[config.mk]
export PLATFORM = sky130hd
export DESIGN_NAME = tmr2_timer
export DESIGN_NICKNAME = d
export VERILOG_FILES = /design/src/common/tmr2_pkg.sv /design/src/core/tmr2_timer.sv
export SDC_FILE = /design/constraint.sdc
export NUM_CORES = 1
export LEC_CHECK = 0
export ABC_CLOCK_PERIOD_IN_PS = 6910
export BUFFER_PORTS_ARGS = -buffer_cell sky130_fd_sc_hd__buf_4
export CORE_UTILIZATION = 60
export CTS_CLUSTER_SIZE = 25
export DETAILED_ROUTE_END_ITERATION = 10
export PLACE_DENSITY = 0.89
export SLEW_MARGIN = 20
export SYNTH_ARGS = -nofsm -noshare
export SYNTH_HDL_FRONTEND = slang
export SYNTH_SLANG_ARGS = --single-unit
[constraint.sdc]
create_clock -name clk -period 6.91 [get_ports clk]
set_input_delay 1.382 -clock clk [delete_from_list [all_inputs] [get_ports clk]]
set_output_delay 1.382 -clock clk [all_outputs]
set_load 0.03 [all_outputs]
[src/common/tmr2_pkg.sv]
// Package of register map, field positions and encodings for the 8-bit timer
package tmr2_pkg;
  // Register byte offsets on the Avalon-MM slave
  localparam logic [4:0] TMR2_OFS_CTRL_A   = 5'h00;
  localparam logic [4:0] TMR2_OFS_CTRL_B   = 5'h04;
  localparam logic [4:0] TMR2_OFS_COUNT    = 5'h08;
  localparam logic [4:0] TMR2_OFS_CMP_A    = 5'h0c;
  localparam logic [4:0] TMR2_OFS_CMP_B    = 5'h10;
  localparam logic [4:0] TMR2_OFS_IRQ_MASK = 5'h14;
  localparam logic [4:0] TMR2_OFS_IRQ_FLAG = 5'h18;
  localparam logic [4:0] TMR2_OFS_ASYNC    = 5'h1c;
  // Control register A fields
  localparam int TMR2_CA_WGM_LO = 0;  // Two low waveform mode bits
  localparam int TMR2_CA_COM_B  = 4;  // Output action mode B, 2 bits
  localparam int TMR2_CA_COM_A  = 6;  // Output action mode A, 2 bits
  // Control register B fields
  localparam int TMR2_CB_CS     = 0;  // Clock select, 3 bits
  localparam int TMR2_CB_WGM_HI = 3;  // Top waveform mode bit
  localparam int TMR2_CB_FOC_B  = 6;  // Force strobe B, write only
  localparam int TMR2_CB_FOC_A  = 7;  // Force strobe A, write only
  // Flag and mask bit positions
  localparam int TMR2_IRQ_OVF   = 0;
  localparam int TMR2_IRQ_A     = 1;
  localparam int TMR2_IRQ_B     = 2;
  // Async status register field
  localparam int TMR2_AS_SEL    = 5;
  // Count limits
  localparam logic [7:0] TMR2_BOTTOM = 8'h00;
  localparam logic [7:0] TMR2_MAX    = 8'hff;
  // Reset values
  localparam logic [7:0] TMR2_RST_BYTE = 8'h00;
  // Waveform modes
  localparam logic [2:0] TMR2_WGM_NORMAL  = 3'h0;
  localparam logic [2:0] TMR2_WGM_PC_MAX  = 3'h1;
  localparam logic [2:0] TMR2_WGM_CTC     = 3'h2;
  localparam logic [2:0] TMR2_WGM_FAST_MX = 3'h3;
  localparam logic [2:0] TMR2_WGM_PC_OCA  = 3'h5;
  localparam logic [2:0] TMR2_WGM_FAST_OA = 3'h7;
  // Output action modes
  localparam logic [1:0] TMR2_COM_NONE   = 2'h0;
  localparam logic [1:0] TMR2_COM_TOGGLE = 2'h1;
  localparam logic [1:0] TMR2_COM_CLEAR  = 2'h2;
  localparam logic [1:0] TMR2_COM_SET    = 2'h3;
  // Prescaler tap masks (divisor minus one) indexed by clock select
  localparam int TMR2_PRE_W = 10;
  localparam logic [9:0] TMR2_TAP_1    = 10'h000;
  localparam logic [9:0] TMR2_TAP_8    = 10'h007;
  localparam logic [9:0] TMR2_TAP_32   = 10'h01f;
  localparam logic [9:0] TMR2_TAP_64   = 10'h03f;
  localparam logic [9:0] TMR2_TAP_128  = 10'h07f;
  localparam logic [9:0] TMR2_TAP_256  = 10'h0ff;
  localparam logic [9:0] TMR2_TAP_1024 = 10'h3ff;
  localparam logic [2:0] TMR2_CS_OFF   = 3'h0;
endpackage

[src/core/tmr2_timer.sv]
// 8-bit timer/counter with two compare channels and an Avalon-MM register slave
//
// Chosen here: the register addresses and register access over Avalon-MM.
`timescale 1ns/1ps

module tmr2_timer
  import tmr2_pkg::*;
(
  input  wire logic        clk,
  input  wire logic        sys_rst,
  input  wire logic [4:0]  address,
  input  wire logic        read,
  input  wire logic        write,
  input  wire logic [31:0] writedata,
  input  wire logic [3:0]  byteenable,
  output logic      [31:0] readdata,
  output logic             waitrequest,
  input  wire logic        oscPinIn,
  output logic             oscPinOut,
  input  wire logic [2:0]  irqAck,
  output logic [2:0]       irqReq,
  output logic             waveOutA,
  output logic             waveOutB
);

  typedef struct packed {
    logic [7:0]      count;
    logic            down;
    logic [1:0][7:0] cmp;
    logic [1:0][7:0] cmpBuf;
    logic [2:0]      wgm;
    logic [1:0][1:0] com;
    logic [2:0]      clkSel;
    logic            asyncSel;
    logic [2:0]      mask;
    logic [2:0]      flags;
    logic            block;
    logic            ack;
    logic [7:0]      rdata;
    logic [9:0]      pre;
    logic [2:0]      oscSync;
    logic            oscOut;
    logic [1:0]      oc;
  } tmr2_state_t;

  tmr2_state_t st;
  tmr2_state_t next_st;

  logic       pwm;
  logic       fast;
  logic [7:0] top;
  logic       baseTick;
  logic       tick;
  logic [9:0] tapMask;
  logic       cpuWr;
  logic       cpuRd;
  logic       wrEn;
  logic [7:0] wByte;
  logic [1:0] match;
  logic       atTop;
  logic       atBottom;
  logic [2:0] flagSet;

  // Mode decode
  assign pwm  = st.wgm[0];
  assign fast = st.wgm[1] & st.wgm[0];
  assign top  = st.wgm[2] ? st.cmp[0] : TMR2_MAX;
  assign atTop    = (st.count == top);
  assign atBottom = (st.count == TMR2_BOTTOM);

  // Bus handshake: one wait cycle, then the access completes
  assign waitrequest = (read | write) & ~st.ack;
  assign cpuWr       = write & st.ack;
  assign cpuRd       = read & ~st.ack;
  assign wrEn        = cpuWr & byteenable[0];
  assign wByte       = writedata[7:0];
  assign readdata    = {24'h000000, st.rdata};
  assign oscPinOut   = st.oscOut;
  assign waveOutA    = st.oc[0];
  assign waveOutB    = st.oc[1];
  assign irqReq      = st.flags & st.mask;

  // Prescaler tap selection
  always_comb
  begin
    case (st.clkSel)
      3'h1:    tapMask = TMR2_TAP_1;
      3'h2:    tapMask = TMR2_TAP_8;
      3'h3:    tapMask = TMR2_TAP_32;
      3'h4:    tapMask = TMR2_TAP_64;
      3'h5:    tapMask = TMR2_TAP_128;
      3'h6:    tapMask = TMR2_TAP_256;
      3'h7:    tapMask = TMR2_TAP_1024;
      default: tapMask = TMR2_TAP_1;
    endcase
  end

  // base source: bus clock or synchronised oscillator rising edge
  // edge taken from the second and third stages only
  assign baseTick = st.asyncSel ? (st.oscSync[1] & ~st.oscSync[2]) : 1'b1;
  // no tick with clock select zero
  assign tick = (st.clkSel != TMR2_CS_OFF) & baseTick & ((st.pre & tapMask) == tapMask);

  // continuous comparison per channel, gated by the write block
  always_comb
  begin
    for (int i = 0; i < 2; i++)
    begin
      match[i] = (st.count == st.cmp[i]) & ~st.block;
    end
  end

  // Next-state logic
  always_comb
  begin
    next_st = st;
    flagSet = 3'h0;
    next_st.ack = (read | write) & ~st.ack;
    next_st.oscSync = {st.oscSync[1:0], oscPinIn};
    next_st.oscOut = ~st.oscSync[1];
    if (baseTick)
    begin
      next_st.pre = st.pre + 10'h001;
    end

    // Read data captured on the first cycle of a read
    if (cpuRd)
    begin
      case (address)
        TMR2_OFS_CTRL_A:   next_st.rdata = {st.com[0], st.com[1], 2'b00, st.wgm[1:0]};
        TMR2_OFS_CTRL_B:   next_st.rdata = {4'h0, st.wgm[2], st.clkSel};
        TMR2_OFS_COUNT:    next_st.rdata = st.count;
        TMR2_OFS_CMP_A:    next_st.rdata = pwm ? st.cmpBuf[0] : st.cmp[0];
        TMR2_OFS_CMP_B:    next_st.rdata = pwm ? st.cmpBuf[1] : st.cmp[1];
        TMR2_OFS_IRQ_MASK: next_st.rdata = {5'h00, st.mask};
        TMR2_OFS_IRQ_FLAG: next_st.rdata = {5'h00, st.flags};
        TMR2_OFS_ASYNC:    next_st.rdata = {2'b00, st.asyncSel, 5'h00};
        default:           next_st.rdata = TMR2_RST_BYTE;
      endcase
    end

    // Block expires on the next tick after a count write
    if (tick)
    begin
      next_st.block = 1'b0;
    end

    // Counting and overflow
    if (tick)
    begin
      case (st.wgm)
        TMR2_WGM_PC_MAX, TMR2_WGM_PC_OCA:
        begin
          // Dual slope: turn at top, turn at bottom
          if (!st.down)
          begin
            if (atTop)
            begin
              next_st.down  = 1'b1;
              next_st.count = st.count - 8'h01;
              next_st.cmp   = st.cmpBuf;
            end
            else
            begin
              next_st.count = st.count + 8'h01;
            end
          end
          else
          begin
            if (atBottom)
            begin
              next_st.down  = 1'b0;
              next_st.count = st.count + 8'h01;
            end
            else
            begin
              next_st.count = st.count - 8'h01;
            end
            // overflow flag as the count reaches bottom in dual slope
            if (st.count == 8'h01)
            begin
              next_st.flags[TMR2_IRQ_OVF] = 1'b1;
              flagSet[TMR2_IRQ_OVF]       = 1'b1;
            end
          end
        end
        TMR2_WGM_FAST_MX, TMR2_WGM_FAST_OA:
        begin
          next_st.down = 1'b0;
          if (atTop)
          begin
            next_st.count = TMR2_BOTTOM;
            next_st.flags[TMR2_IRQ_OVF] = 1'b1;
            flagSet[TMR2_IRQ_OVF]       = 1'b1;
            // buffer update as count returns to bottom
            next_st.cmp = st.cmpBuf;
          end
          else
          begin
            next_st.count = st.count + 8'h01;
          end
        end
        TMR2_WGM_CTC:
        begin
          next_st.down = 1'b0;
          // clear on match with compare A
          if (match[0])
          begin
            next_st.count = TMR2_BOTTOM;
          end
          else
          begin
            next_st.count = st.count + 8'h01;
          end
          if (st.count == TMR2_MAX)
          begin
            next_st.flags[TMR2_IRQ_OVF] = 1'b1;
            flagSet[TMR2_IRQ_OVF]       = 1'b1;
          end
        end
        default:
        begin
          // normal counting with wrap and overflow
          next_st.down  = 1'b0;
          next_st.count = st.count + 8'h01;
          if (st.count == TMR2_MAX)
          begin
            next_st.flags[TMR2_IRQ_OVF] = 1'b1;
            flagSet[TMR2_IRQ_OVF]       = 1'b1;
          end
        end
      endcase
    end

    // Compare channels: flags and output state
    for (int i = 0; i < 2; i++)
    begin
      // flag sets on the tick that ends the matching cycle
      if (tick && match[i])
      begin
        next_st.flags[TMR2_IRQ_A + i] = 1'b1;
        flagSet[TMR2_IRQ_A + i]       = 1'b1;
      end
      // output action read live; mode zero does nothing
      if (tick && match[i] && !pwm)
      begin
        case (st.com[i])
          TMR2_COM_TOGGLE: next_st.oc[i] = ~st.oc[i];
          TMR2_COM_CLEAR:  next_st.oc[i] = 1'b0;
          TMR2_COM_SET:    next_st.oc[i] = 1'b1;
          default:         next_st.oc[i] = st.oc[i];
        endcase
      end
      else if (tick && pwm && st.com[i][1])
      begin
        // Fast: action on match, opposite at bottom; dual slope: direction picks
        if (match[i])
        begin
          next_st.oc[i] = st.com[i][0] ^ (st.down & ~fast);
        end
        else if (fast && atTop)
        begin
          next_st.oc[i] = ~st.com[i][0];
        end
      end
    end

    // Software writes take effect on the completing cycle
    if (wrEn)
    begin
      case (address)
        TMR2_OFS_CTRL_A:
        begin
          // output states untouched by mode change
          next_st.wgm[1:0] = wByte[TMR2_CA_WGM_LO +: 2];
          next_st.com[1]   = wByte[TMR2_CA_COM_B +: 2];
          next_st.com[0]   = wByte[TMR2_CA_COM_A +: 2];
        end
        TMR2_OFS_CTRL_B:
        begin
          // top mode bit lives in control B
          next_st.clkSel = wByte[TMR2_CB_CS +: 3];
          next_st.wgm[2] = wByte[TMR2_CB_WGM_HI];
          // forced match in non-PWM modes, no flag, no clear
          for (int i = 0; i < 2; i++)
          begin
            if (!pwm && wByte[TMR2_CB_FOC_A - i])
            begin
              case (st.com[i])
                TMR2_COM_TOGGLE: next_st.oc[i] = ~st.oc[i];
                TMR2_COM_CLEAR:  next_st.oc[i] = 1'b0;
                TMR2_COM_SET:    next_st.oc[i] = 1'b1;
                default:         next_st.oc[i] = st.oc[i];
              endcase
            end
          end
        end
        TMR2_OFS_COUNT:
        begin
          // write wins over count or clear
          next_st.count = wByte;
          // block matches on the next tick
          next_st.block = 1'b1;
        end
        TMR2_OFS_CMP_A:
        begin
          // buffered in PWM modes, direct otherwise
          if (pwm)
            next_st.cmpBuf[0] = wByte;
          else
            next_st.cmp[0] = wByte;
        end
        TMR2_OFS_CMP_B:
        begin
          if (pwm)
            next_st.cmpBuf[1] = wByte;
          else
            next_st.cmp[1] = wByte;
        end
        TMR2_OFS_IRQ_MASK: next_st.mask = wByte[2:0];
        TMR2_OFS_ASYNC:    next_st.asyncSel = wByte[TMR2_AS_SEL];
        default:           next_st.mask = next_st.mask;
      endcase
    end

    // clear by service or written one; hardware set wins
    for (int i = 0; i < 3; i++)
    begin
      if ((irqAck[i] || (wrEn && address == TMR2_OFS_IRQ_FLAG && wByte[i]))
          && !flagSet[i])
      begin
        next_st.flags[i] = 1'b0;
      end
    end
    // Keep buffer tracking active value outside PWM so a mode switch starts consistent
    if (!pwm)
    begin
      next_st.cmpBuf = next_st.cmp;
    end
  end

  // state register with asynchronous reset to zero
  always_ff @(posedge clk or posedge sys_rst)
  begin
    if (sys_rst)
    begin
      st <= '0;
    end
    else
    begin
      st <= next_st;
    end
  end

endmodule

==> results.json <==
{
  "relSlewSlack": 0.244,
  "tns_ns": 0,
  "syn_inst": 570,
  "grt_max_degree": 85,
  "cts_htree_levels": 3,
  "rsz0062_at_grt": "false",
  "numPlacedInstances": 672,
  "io_pins": 88,
  "min_period_over_period": 0.499,
  "fin_area_sq_um": 5620,
  "crit_arrival_ns": 3.70,
  "cts_root_buf": "clkbuf_8",
  "worst_path_max_delay_cell": "nand4_1",
  "die_w_um": 95.6,
  "worst_pin_slew_ns": 1.13,
  "grt_usage": 0.325,
  "vias": 4606,
  "post-route-min-period_ns": 3.45,
  "endpoint_kind": "flip-flop",
  "n_fill_cell": 655,
  "clock_sinks": 84,
  "critPathBufInv": 0,
  "cts_resized": 0,
  "hold_viol_final": 0,
  "dp_hpwl_mm": 9.47,
  "worstPathCellList": "and2b_1, a2111o_1, or3_1, nor2_2, nand4_1, o221a_2",
  "postCtsSetupRepairBufs": 0,
  "skew_ns": 0.0136,
  "drc": 0,
  "yosys_warnings": 0,
  "ir_drop_mv": 0.187,
  "grt_pass1_vias": 4330,
  "hold_buffers": 0,
  "clk_latency_ns": 0.37,
  "fin_nets": 631,
  "drtIter0Drc": 421,
  "rows": 33,
  "dr.pass1.iters": 6,
  "drive_gt1_frac": 0.172,
  "grt_overflow_total": 0,
  "clock.fmax_ghz": 0.290,
  "async_flop_share": 1.00,
  "dieArea_sq_um": 9140,
  "crit_family": "simple AND/OR/NAND/NOR gates",
  "outcome": "finished, final reports clean",
  "drv_cap": 0,
  "p_total_w": 0.00154,
  "worst_setup_path_start_kind": "flip-flop",
  "synth_area_per_cell_sq_um": 9.22,
  "syn_area_sq_um": 5260,
  "cts-buffers-inserted": 9,
  "ant_nets": 0,
  "report.final.slew_viol_count": 0,
  "cp_max_fo": 16,
  "cpPeakStageDelay_ns": 0.73,
  "yosysSeqAreaShare": 0.400,
  "worstPathRequired_ns": 7.16,
  "clockBufferDepth": 2,
  "hold_class": "flip-flop to flip-flop",
  "dpl-instance-area_sq_um": 5370,
  "setup_viol": 0,
  "synthDistinctLibCells": 79,
  "antenna_found_initial": 0,
  "synth_flop_cell": "dfrtp_1",
  "p_leak_nw": 2.38,
  "drt_wl_total_mm": 13.9,
  "die_h_um": 95.6,
  "antenna-diode-count": 0,
  "grt_first_pass_wirelength_mm": 22.1,
  "crit_type": "flip-flop to flip-flop",
  "coreArea_sq_um": 8340,
  "place.port_buffers": 36,
  "instances_no_fill": 688,
  "via_per_inst": 6.69,
  "start_util": 0.630,
  "gp_congestion": 0.931,
  "syn2layout_area_growth_pct": 6.83,
  "whs_ns": 0.366,
  "synth_edf_count": 0,
  "clkTransAtPathRegs_ns": 0.09,
  "cts_tree": "yes",
  "wire_per_inst_um": 20.1,
  "yosys_register_bits": 84,
  "power_density_nw_per_um2": 274
}
## kinds of logic (layout without fill, tap and decap cells)
kind of cell               Yosys count  after routing  share of synthesized area
adders and majority gates            4              4                    0.00952
muxes                               41             41                     0.0886
DFF                                 84             84                      0.400
AOI/OAI and AO/OA                  131            131                      0.178
buffers and inverters               77             67                     0.0845
and+or+nand+nor                    209            209                      0.200
other                                1             24                   0.000713
xor gates and xnor gates            23             23                     0.0383
## area by class of cell
class,instances,area [sq um],area share
multi-input cells,432,2810,0.500
flip-flops and latches,84,2100,0.374
repair buffers,39,297,0.0528
well taps,105,131,0.0234
clock buffers,9,124,0.0221
clock inverters,7,105,0.0187
inverters,12,48.8,0.00869
## cell usage in the layout (no fill, tap or decap), drive strengths merged, types with 3 or more instances in the layout
| master | Yosys | layout |
|---|---|---|
| a211oi | 4 | 4 |
| nand2b | 20 | 20 |
| conb | 1 | 24 |
| nor3 | 21 | 21 |
| o21ai | 34 | 34 |
| buf | 46 | 39 |
| a31oi | 6 | 6 |
| o221ai | 3 | 3 |
| nand4 | 10 | 10 |
| and2 | 6 | 6 |
| nor4 | 6 | 6 |
| dfrtp | 84 | 84 |
| o311ai | 4 | 4 |
| or3 | 9 | 9 |
| nand3 | 13 | 13 |
| o311a | 3 | 3 |
| xnor2 | 19 | 19 |
| o221a | 9 | 9 |
| nor2 | 51 | 51 |
| nand3b | 3 | 3 |
| a21oi | 19 | 19 |
| mux2 | 21 | 21 |
| mux2i | 18 | 18 |
| nand2 | 48 | 48 |
| inv | 12 | 15 |
| or2 | 3 | 3 |
| xor2 | 4 | 4 |
| clkbuf | 19 | 9 |
| ha | 4 | 4 |
| o211ai | 4 | 4 |
| and3 | 5 | 5 |
| nor2b | 6 | 6 |
| o22ai | 12 | 12 |
## path summary, 6_finish.rpt
check,start,to,slack (ns),cells after the start
setup reg to reg,st[81],st[59],3.46,6
min in group asynchronous,sys_rst,readdata[2],1.22,3
max in group asynchronous,sys_rst,st[50],5.18,3
hold reg to reg,next_st[4],next_st[5],0.37,0
setup / recovery,st[81],st[59],3.46,6
hold / removal,next_st[4],next_st[5],0.37,0
## power by group
part	switching (W)	internal [W]
sequential	0.000144	0.000574
clock	0.000199	0.000210
combinational	0.000221	0.000191
## layer usage
metal / routed length (um) / track usage / up-vias / part of all wire
met4: 606 / 0.167 / 0 / 0.044
li1: - / - / 2027 / -
met2: 6380 / 0.515 / 331 / 0.46
met1: 5460 / 0.422 / 2190 / 0.39
met5: 0 / 0 / - / 0
met3: 1410 / 0.0670 / 58 / 0.10
## synth_stat cells, types with 3 or more instances
cell type,n,area [sq um]
a31oi_1,6,37.5
o221a_2,8,90.1
a21oi_1,19,95.1
xnor2_1,19,166
buf_1,4,15.0
and3_1,5,31.3
nand2_1,48,180
xor2_1,4,35.0
clkbuf_1,19,71.3
o211ai_1,4,30.0
inv_1,10,37.5
dfrtp_1,84,2100
buf_4,35,263
o311ai_0,4,35.0
o221ai_1,3,26.3
nor3_1,20,100
nor4_1,6,37.5
and2_1,6,37.5
buf_2,5,25.0
nor2_1,50,188
or3_1,9,56.3
a211oi_1,4,30.0
nand4_1,10,62.6
ha_1,4,50.1
nor2b_1,5,31.3
nand3_1,13,65.1
nand2b_1,20,125
nand3b_1,3,22.5
mux2i_1,18,180
o22ai_1,11,68.8
o21ai_0,32,160
o311a_1,3,30.0
mux2_2,21,236
## sequential cells by signal, indices dropped and copies added (netlist names)
name / flops
oscPinOut: 1
readdata: 8
next_st: 2
st: 70
waveOutA: 1
waveOutB: 1
pwm: 1
## per-stage QoR
stage	setup slack [ns]	util
floorplan	3.36	-
global placement	3.38	0.644
detailed placement	3.28	0.644
CTS	3.61	0.671
global route	3.35	0.673
finish	3.46	0.673
Power figures use the tool's default switching activity.
